--- src/hw/host_port_params.svh ---
/*
 * Constants of the host-side controller for the multiplexed 16-bit
 * host_port: register offsets, field positions, reset values, access
 * codes and pin timing.
 * Assumes a 40 MHz system clock and an APB bus with 8 address bits.
 */
// Function
// - host configures port_control_reg before first transfer
// - host loads address registers before data accesses
// - host drives access_type_sel and read_not_write
// - host captures read data, then releases strobe
// - write: wait ready low, then raise strobe
// - select held low throughout any strobe activity
// - select may share one strobe signal
// - never use select alone as strobe
// - single active-low strobe, other held one
// - single active-high strobe, other held zero
// - separate read/write strobes, still drive direction
// - read_not_write high reads, low writes
`ifndef HOST_PORT_PARAMS_SVH
`define HOST_PORT_PARAMS_SVH

// ************************************************************
// register map of the controller, one word each
// ************************************************************
`define REG_CONFIG 8'h00
`define REG_COMMAND 8'h04
`define REG_WDATA 8'h08
`define REG_RDATA 8'h0C
`define REG_STATUS 8'h10

// ************************************************************
// field positions
// ************************************************************
`define CFG_ACTIVE_HIGH 0
`define CFG_STROBE_ON_B 1
`define CFG_SPLIT_STROBES 2
`define CMD_TYPE_LO 0
`define CMD_TYPE_HI 1
`define CMD_READ 2
`define CMD_HALFWORD 3
`define STAT_BUSY 0
`define STAT_DONE 1
`define STAT_WAIT 2
`define CONFIG_RESET 3'h0

// ************************************************************
// access_type_sel codes
// ************************************************************
`define ACC_CONTROL 2'h0
`define ACC_DATA_INC 2'h1
`define ACC_ADDRESS 2'h2
`define ACC_DATA 2'h3

// ************************************************************
// pin timing, in ns and in 25 ns clock cycles
// ************************************************************
`define CLK_MHZ 40
`define SETUP_NS 30
`define SETTLE_NS 50
`define HOLD_NS 20
`define GAP_NS 40
`define NS_TO_CYC(ns) (((ns) * `CLK_MHZ + 999) / 1000)
`define SETUP_CYC 8'(`NS_TO_CYC(`SETUP_NS))
`define SETTLE_CYC 8'(`NS_TO_CYC(`SETTLE_NS))
`define HOLD_CYC 8'(`NS_TO_CYC(`HOLD_NS))
`define GAP_CYC 8'(`NS_TO_CYC(`GAP_NS))
`define CAPTURE_CYC 8'h2

`endif

--- src/hw/host_port_pkg.sv ---
/*
 * Types of the host-side controller: pin bundle towards the port,
 * latched command and sequencer states.
 * Assumes the constants header is included by the design file.
 */
package host_port_pkg;

  // control pins driven towards the port, all from flip-flops
  typedef struct packed {
    logic port_select_n;
    logic data_strobe_a;
    logic data_strobe_b;
    logic [1:0] access_type_sel;
    logic read_not_write;
    logic halfword_second;
  } port_pins_t;

  // one halfword cycle as software ordered it
  typedef struct packed {
    logic [1:0] access_type_sel;
    logic read_not_write;
    logic halfword_second;
    logic [15:0] wdata;
  } port_cmd_t;

  typedef enum logic [2:0] {
    ST_IDLE,
    ST_SETUP,
    ST_SETTLE,
    ST_WAIT,
    ST_CAPTURE,
    ST_HOLD,
    ST_GAP
  } seq_state_t;

endpackage

--- src/hw/host_port_ctrl.sv ---
/*
 * Host-side controller of the multiplexed 16-bit host_port. Software
 * orders one halfword cycle at a time over APB; the controller runs the
 * select, strobe, control and data pins and waits on port_wait_n.
 * Assumes the port pins are asynchronous to clk and that the bench
 * resolves the host_data_bus wire from the output enables.
 * Assumes software configures the port and loads its address registers
 * through ordinary halfword cycles before moving data; the controller
 * never pairs halfwords itself.
 */
// The implementer's own choices: the APB register port and the address map.
`timescale 1ns/1ps
`include "host_port_params.svh"

module host_port_ctrl (
  input wire logic clk,
  input wire logic rst,
  input wire logic psel,
  input wire logic penable,
  input wire logic pwrite,
  input wire logic [7:0] paddr,
  input wire logic [31:0] pwdata,
  output logic [31:0] prdata,
  output logic pready,
  output logic pslverr,
  output host_port_pkg::port_pins_t port_pins,
  input wire logic port_wait_n,
  input wire logic [15:0] host_data_bus_in,
  output logic [15:0] host_data_bus_out,
  output logic host_data_bus_oe
);
  import host_port_pkg::*;

  // ************************************************************
  // input synchronisers
  // ************************************************************
  logic wait_meta_q;
  logic wait_sync_q;
  logic [15:0] data_meta_q;
  logic [15:0] data_sync_q;

  // the data bus is synchronised bit by bit; that is safe only because
  // it is read after ready has been seen and the bus has stood still
  // the first stage feeds only the second stage
  always_ff @(posedge clk or posedge rst) begin
    if (rst) begin
      wait_meta_q <= 1'b0;
      wait_sync_q <= 1'b0;
      data_meta_q <= 16'h0000;
      data_sync_q <= 16'h0000;
    end else begin
      wait_meta_q <= port_wait_n;
      wait_sync_q <= wait_meta_q;
      data_meta_q <= host_data_bus_in;
      data_sync_q <= data_meta_q;
    end
  end

  // ************************************************************
  // apb slave and own registers
  // ************************************************************
  logic [2:0] config_q, config_d;
  port_cmd_t cmd_q, cmd_d;
  logic [15:0] wdata_q, wdata_d;
  logic [15:0] rdata_q, rdata_d;
  logic done_q, done_d;
  logic [31:0] prdata_q, prdata_d;
  logic err_q, err_d;
  logic launch;
  logic finish;
  logic capture;
  logic busy;
  logic bus_setup;
  logic bus_write;
  logic mapped;
  seq_state_t state_q, state_d;

  assign busy = (state_q != ST_IDLE);
  assign bus_setup = psel & ~penable;
  assign bus_write = psel & penable & pwrite & ~err_q;
  assign launch = bus_write & (paddr == `REG_COMMAND);
  // every access answers in its first access cycle
  assign pready = psel & penable;
  assign pslverr = psel & penable & err_q;
  assign prdata = prdata_q;

  always_comb begin
    mapped = (paddr == `REG_CONFIG) || (paddr == `REG_COMMAND) ||
             (paddr == `REG_WDATA) || (paddr == `REG_RDATA) ||
             (paddr == `REG_STATUS);
    prdata_d = prdata_q;
    err_d = err_q;
    config_d = config_q;
    cmd_d = cmd_q;
    wdata_d = wdata_q;
    rdata_d = rdata_q;
    done_d = done_q;
    // decode in the setup cycle so data and error come from flops
    if (bus_setup) begin
      // a new order while a cycle runs would tear the pins, refuse it;
      // status stays writable so a finished cycle can always be cleared,
      // and reads of mapped registers are never refused, so software may poll while busy
      err_d = ~mapped | (pwrite & busy & (paddr != `REG_STATUS)) |
              (pwrite & (paddr == `REG_RDATA));
      prdata_d = 32'h0000_0000;
      unique case (paddr)
        `REG_CONFIG: prdata_d = {29'h0, config_q};
        `REG_COMMAND: prdata_d = {28'h0, cmd_q.halfword_second,
                                  cmd_q.read_not_write,
                                  cmd_q.access_type_sel};
        `REG_WDATA: prdata_d = {16'h0, wdata_q};
        `REG_RDATA: prdata_d = {16'h0, rdata_q};
        `REG_STATUS: prdata_d = {29'h0, ~wait_sync_q, done_q, busy};
        default: prdata_d = 32'h0000_0000;
      endcase
    end
    if (bus_write && paddr == `REG_CONFIG) begin
      config_d = pwdata[2:0];
    end
    if (bus_write && paddr == `REG_WDATA) begin
      wdata_d = pwdata[15:0];
    end
    // the order is latched whole so pins stay steady for the cycle
    if (launch) begin
      cmd_d.access_type_sel = pwdata[`CMD_TYPE_HI:`CMD_TYPE_LO];
      cmd_d.read_not_write = pwdata[`CMD_READ];
      cmd_d.halfword_second = pwdata[`CMD_HALFWORD];
      cmd_d.wdata = wdata_q;
      done_d = 1'b0;
    end
    if (bus_write && paddr == `REG_STATUS && pwdata[`STAT_DONE]) begin
      done_d = 1'b0;
    end
    if (capture) begin
      rdata_d = data_sync_q;
    end
    // completion wins over a clear in the same cycle
    if (finish) begin
      done_d = 1'b1;
    end
  end

  always_ff @(posedge clk or posedge rst) begin
    if (rst) begin
      prdata_q <= 32'h0000_0000;
      err_q <= 1'b0;
      config_q <= `CONFIG_RESET;
      cmd_q <= '0;
      wdata_q <= 16'h0000;
      rdata_q <= 16'h0000;
      done_q <= 1'b0;
    end else begin
      prdata_q <= prdata_d;
      err_q <= err_d;
      config_q <= config_d;
      cmd_q <= cmd_d;
      wdata_q <= wdata_d;
      rdata_q <= rdata_d;
      done_q <= done_d;
    end
  end

  // ************************************************************
  // halfword cycle sequencer
  // ************************************************************
  logic [7:0] cnt_q, cnt_d;
  port_pins_t pins_q, pins_d;
  logic [15:0] dout_q, dout_d;
  logic oe_q, oe_d;
  logic idle_level;
  logic use_b;
  logic on_wire;

  assign capture = (state_q == ST_CAPTURE) && (cnt_q == 8'h01) &&
                   cmd_q.read_not_write;
  assign finish = (state_q == ST_GAP) && (cnt_q == 8'h01);

  // one halfword cycle, in edges after the launching write E:
  //   E+1  select falls; controls and write data change on the same edge
  //   E+3  chosen strobe goes active, so the merged strobe falls
  //   E+4  settle ends; from here the synchronised ready is watched
  //   k    port_wait_n seen low at the pin
  //   k+3  capture state entered, data sync given two stages to drain
  //   k+5  read data taken into the read-back register
  //   k+6  strobe back at rest; the port latches write data here
  //   k+7  select rises after one hold cycle, bus released
  //   k+8  done set, busy clears
  // every pin follows the registered state, so select, strobes and
  // data move on the same edges and select always frames the strobe
  // limitation: a port that never lowers ready hangs the sequencer,
  // as no timeout is kept; software sees busy stay set and must reset
  always_comb begin
    // resting level of both strobes: one for active-low, zero else
    idle_level = ~config_q[`CFG_ACTIVE_HIGH];
    // split mode: reads strobe a, writes strobe b
    if (config_q[`CFG_SPLIT_STROBES]) begin
      use_b = ~cmd_q.read_not_write;
    end else begin
      use_b = config_q[`CFG_STROBE_ON_B];
    end
    // strobe asserted from settle to capture; both strobes differ only
    // then, so the merged strobe falls and rises inside select low
    on_wire = (state_q == ST_SETTLE) || (state_q == ST_WAIT) ||
              (state_q == ST_CAPTURE);
    state_d = state_q;
    cnt_d = cnt_q;
    if (cnt_q != 8'h00) begin
      cnt_d = cnt_q - 8'h01;
    end
    unique case (state_q)
      ST_IDLE: begin
        if (launch) begin
          state_d = ST_SETUP;
          cnt_d = `SETUP_CYC;
        end
      end
      // select low with controls steady before the strobe falls
      ST_SETUP: begin
        if (cnt_q == 8'h01) begin
          state_d = ST_SETTLE;
          cnt_d = `SETTLE_CYC;
        end
      end
      // ready is only meaningful once the port has seen the strobe
      ST_SETTLE: begin
        if (cnt_q == 8'h01) begin
          state_d = ST_WAIT;
        end
      end
      // no cycle count is assumed: low ready ends the wait
      ST_WAIT: begin
        if (!wait_sync_q) begin
          state_d = ST_CAPTURE;
          cnt_d = `CAPTURE_CYC;
        end
      end
      // data sync lags by the same two stages, let it settle
      ST_CAPTURE: begin
        if (cnt_q == 8'h01) begin
          state_d = ST_HOLD;
          cnt_d = `HOLD_CYC;
        end
      end
      ST_HOLD: begin
        if (cnt_q == 8'h01) begin
          state_d = ST_GAP;
          cnt_d = `GAP_CYC;
        end
      end
      ST_GAP: begin
        if (cnt_q == 8'h01) begin
          state_d = ST_IDLE;
        end
      end
      // an unused code falls back to rest rather than locking up
      default: begin
        state_d = ST_IDLE;
      end
    endcase
    // select stays low around the whole strobe, never strobes alone
    pins_d.port_select_n = (state_q == ST_IDLE) ||
                           (state_q == ST_GAP);
    pins_d.data_strobe_a = idle_level ^ (on_wire & ~use_b);
    pins_d.data_strobe_b = idle_level ^ (on_wire & use_b);
    pins_d.access_type_sel = cmd_q.access_type_sel;
    pins_d.read_not_write = cmd_q.read_not_write;
    pins_d.halfword_second = cmd_q.halfword_second;
    if (state_q == ST_IDLE) begin
      pins_d.data_strobe_a = idle_level;
      pins_d.data_strobe_b = idle_level;
    end
    // write data is held through the strobe rise and hold time
    oe_d = ~cmd_q.read_not_write && (state_q != ST_IDLE) &&
           (state_q != ST_GAP);
    dout_d = cmd_q.wdata;
  end

  always_ff @(posedge clk or posedge rst) begin
    if (rst) begin
      state_q <= ST_IDLE;
      cnt_q <= 8'h00;
      pins_q <= '{port_select_n: 1'b1, data_strobe_a: 1'b1,
                  data_strobe_b: 1'b1, access_type_sel: 2'h0,
                  read_not_write: 1'b1, halfword_second: 1'b0};
      dout_q <= 16'h0000;
      oe_q <= 1'b0;
    end else begin
      state_q <= state_d;
      cnt_q <= cnt_d;
      pins_q <= pins_d;
      dout_q <= dout_d;
      oe_q <= oe_d;
    end
  end

  // all pins register one cycle behind the state that they follow
  assign port_pins = pins_q;
  assign host_data_bus_out = dout_q;
  assign host_data_bus_oe = oe_q;

endmodule

--- config.mk ---
export PLATFORM = sky130hd
export DESIGN_NAME = host_port_ctrl
export DESIGN_NICKNAME = d
export VERILOG_FILES = /design/src/hw/host_port_pkg.sv /design/src/hw/host_port_ctrl.sv
export VERILOG_INCLUDE_DIRS = /design/src /design/src/hw
export SDC_FILE = /design/constraint.sdc
export NUM_CORES = 1
export LEC_CHECK = 0
export BUFFER_PORTS_ARGS = -buffer_cell sky130_fd_sc_hd__buf_2
export CORE_MARGIN = 2
export CORE_UTILIZATION = 54
export CTS_CLUSTER_DIAMETER = 100
export DETAILED_ROUTE_END_ITERATION = 8
export GPL_ROUTABILITY_DRIVEN = 0
export MAX_ROUTING_LAYER = met4
export PLACE_DENSITY_LB_ADDON = 0.08
export SYNTH_ARGS = -nofsm -noshare
export SYNTH_HDL_FRONTEND = slang
export SYNTH_SLANG_ARGS = --single-unit
--- constraint.sdc ---
create_clock -name clk -period 6.1 [get_ports clk]
set_clock_uncertainty 0.05 [all_clocks]
set_input_delay 1.22 -clock clk [delete_from_list [all_inputs] [get_ports clk]]
set_output_delay 1.22 -clock clk [all_outputs]
set_load 0.01 [all_outputs]
==> summary by stage <==
Pwr
The peak supply drop is 238 uV. The net switching power is 0.000608 W. The combinational share of power is 13.1%.

For this design the static power due to leakage is 3.38 nW. The clock share of power is 41.3%. The part of the power in registers is 45.6%. The internal power consumption is 0.00170 W. The switching part of the total power is 26.4%. In this run the power density over the cells is 353 mW/mm^2.

Cells and area
The number of antenna cells inserted is 0. The final instance area is 0.00654 mm^2. The number of nets in the final layout is 543.

The top cell types in the final layout, fill and taps aside, are dfrtp_1 (138), buf_2 (87), mux2_2 (38). The final core utilization is 66.6%. The most common cell after layout, fill and taps aside is dfrtp_1. Cells with a size suffix above 1 make up 40.1% of the layout. The area growth from synthesis to layout is 19.0%.

Global route
Global routing finished with a remaining overflow of 0. The number of global-route vias before repair was 3277. The first global-routing pass estimated 16.8 mm of wire. Global routing used 20.7% of the available tracks across all layers. Entering global routing, the biggest net connects 95 pins. The initial antenna violation count is 0.

Logic synthesis
The Yosys step of the flow raised 0 warnings. The share of synthesized area occupied by flip-flops and latches is 64.8%. Counting flops and latches in the post-synthesis netlist gives 142.

The cell count after synthesis came out at 384. In this run, synthesis inferred 0 flip-flops with an integrated enable. The average instance in the mapped netlist occupies 14.3 um^2. The most used flip-flop cell after synthesis is dfrtp_1. The number of distinct library cell variants in the gate-level netlist after synthesis is 51. The cell area after synthesis is 0.00550 mm^2.

Of all flip-flops after synthesis, the portion carrying an async set or reset was 100%.

Timing
Adding up every negative setup slack in the final design gives 0 ns. The count of final setup violators is 0. The number of max-slew violations in the final report came to 0.

The transition time at the pin with the least slew margin is 0.949 ns. Setup repair after global routing left no endpoint under its margin. The relative slew slack is 36.7%.

The maximum frequency from static timing analysis is 0.338 GHz. The number of hold-slack violations in the final timing report is 0. Of the available clock period, the critical path in the final layout requires 48.4%.

The worst path needs 2.95 ns of the cycle, external delays included.

Setup path
The startpoint-to-endpoint class of the critical path is primary input to flop. The signal on the critical path passes through buf_2, or4_4, nand4bb_2, buf_4, mux2_4. At the worst endpoint, the arrival time is 3.30 ns.

The critical path capture point type is a flop. Grouping stages by cell kind, the critical path spends the most delay in simple AND/OR/NAND/NOR gates. The top fanout value on the critical path is 15.

The longest individual stage delay on the worst path is 0.61 ns. The launch instance of the worst register-to-register path is cnt_q[1]$_DFF_PP0_. The start point of the critical path is paddr[4]. STA puts the critical path data required time at 6.44 ns.

STA classifies the critical path startpoint as a primary input. The number of buffer and inverter stages on the critical path is 2. The master of the slowest instance on the critical path is nand4bb_2.

Clocking
TritonCTS built the clock tree. In this run the post-CTS setup repair buffer count came out at 0. The number of clock buffers added by TritonCTS is 17.

The root buffer selected by CTS is clkbuf_8. The clock tree synthesis step divided the H-tree into 4 levels. The number of buffers added to fix hold violations after cts is 0. No sink is reached through more buffers than the 2 on the longest clock path. After clock tree synthesis, the clock-pin slew on the worst setup and hold paths is 0.06 ns. The later pin in the worst-skew pair is clocked with a latency of 0.51 ns.

The post-CTS resize count is 0. The tree built by TritonCTS fans out to 142 sinks.

Routing
The first-iteration detailed-routing DRC count is 98. The number of search-and-repair iterations in the first detailed-routing pass is 4. After detailed routing, the total wire length is 10.2 mm. For this block, the via count after detailed routing is 3210. In the routed design, unresolved DRC markers number 0.

The average wire per standard cell is 16.3 um. The detail route stage leaves a number of antenna-violating nets equal to 0. The vias per cell is 5.14.

Die
The die covers 0.0110 mm^2. The core box area is 0.00982 mm^2. The width of the die is 105 um.

The floorplan row count is 36. For this configuration, the core starts out at a cell density of 56.0%. 120 I/O pins were placed. The height of the die is 105 um.

Placed design
During placement, the flow inserted port buffers numbering 87. After legalization and detailed placement, the total HPWL measured 6.50 mm. The cell area after placement is 0.00598 mm^2.

Min path
The min-delay analysis places its worst path in the category flop to flop. In this run the most critical hold path is launched from data_meta_q[3]$_DFF_PP0_.

Run status
The flow ran to the end, and the final reports show no timing, DRC or antenna violations.

Flow run
The max-capacitance violation count is 0.
[cell type report]
cell class	count	area, um^2
clock inverter	11	110
tap	133	166
multi-input combinational	220	1760
sequential	142	3560
clock buffer	21	449
timing repair buffer	91	465
inverter	6	27.5
fill	746	3280
[power by group through the flow]
stage | sequential (W) | combinational [W] | clock, W
4_1_cts | 0.00105 | 0.000305 | 0.000975
5_1_grt | 0.00106 | 0.000343 | 0.00102
6_report | 0.00105 | 0.000302 | 0.000952
2_1_floorplan | 0.00105 | 0.000254 | 0
3_5_place_dp | 0.00107 | 0.000304 | 0
3_3_place_gp | 0.00107 | 0.000296 | 0
[worst paths after layout]
kind	to	slack, ns	cells past startpoint
min	data_sync_q[3]$_DFF_PP0_	0.30	0
max reg2reg	rdata_q[12]$_DFFE_PP0P_	3.46	7
max in group asynchronous	prdata[0]$_DFFE_PP0P_	4.05	3
min in group asynchronous	host_data_bus_out[6]$_DFF_PP0_	0.83	2
min reg2reg	data_sync_q[3]$_DFF_PP0_	0.30	0
max	dout_d[2]$_DFFE_PP0P_	3.15	5
[cells in the mapped netlist (all sizes together) (3+ instances only)]
master | count | area [um^2]
nand3 | 5 | 25.0
ha | 3 | 37.5
nand2b | 3 | 18.8
a2bb2oi | 3 | 26.3
nor3 | 4 | 25.0
and2 | 3 | 21.3
mux4 | 3 | 67.6
buf | 23 | 183
clkbuf | 8 | 30.0
o21ai | 25 | 136
xor2 | 4 | 35.0
nand4b | 3 | 41.3
nor2 | 16 | 78.8
dfrtp | 138 | 3450
nand2 | 27 | 101
a21oi | 5 | 25.0
dfstp | 4 | 105
nand3b | 3 | 22.5
a22oi | 13 | 97.6
and3 | 3 | 18.8
inv | 6 | 22.5
nor2b | 3 | 18.8
xnor2 | 4 | 35.0
mux2 | 57 | 713
[cells by family after synthesis]
family,Yosys count,share of synthesized area [%]
fa+ha+maj,3,0.683
flops,142,64.8
mux,61,14.4
compound gates,54,6.44
buf+inv,37,4.28
simple gates,78,8.11
other cells,1,0.0682
xor+xnor,8,1.27
[sequential cells by signal (all words and copies together), names as in the netlist]
name	cells
wait_sync_q	1
config_q	3
wait_meta_q	1
prdata	16
err_q	1
port_pins	7
cnt_q	8
data_meta_q	16
data_sync_q	16
wdata_q	16
dout_d	16
rdata_q	16
host_data_bus_out	16
state_q	3
done_q	1
cmd_q	4
host_data_bus_oe	1
[metrics by stage]
step | hold WS (ns) | setup WS (ns) | instances | power [W]
6_report | 0.298 | 3.15 | 624 | 0.00231
3_3_place_gp | 0.282 | 2.63 | 592 | 0.00136
3_5_place_dp | 0.285 | 2.61 | 592 | 0.00137
5_1_grt | 0.304 | 3.10 | 624 | 0.00242
2_1_floorplan | 0.281 | 1.03 | 399 | 0.00130
4_1_cts | 0.299 | 3.16 | 624 | 0.00233
[worst reg2reg max path: stages (launching register included)]
cell and delay [ns]:
dfrtp_1 0.40, inv_1 0.12, ha_1 0.16, nor2b_1 0.15
and3_1 0.27, nand3_1 0.17, nor2_2 0.76, mux2_2 0.44
[per-layer routing]
layer	track usage (%)	vias up	part of all wire, %
met5	-	-	0
li1	-	1496	-
met4	8.00	0	1.2
met2	30.6	99	49
met1	27.2	1606	45
met3	6.36	9	5.3
(Power assumes the default switching activity.)
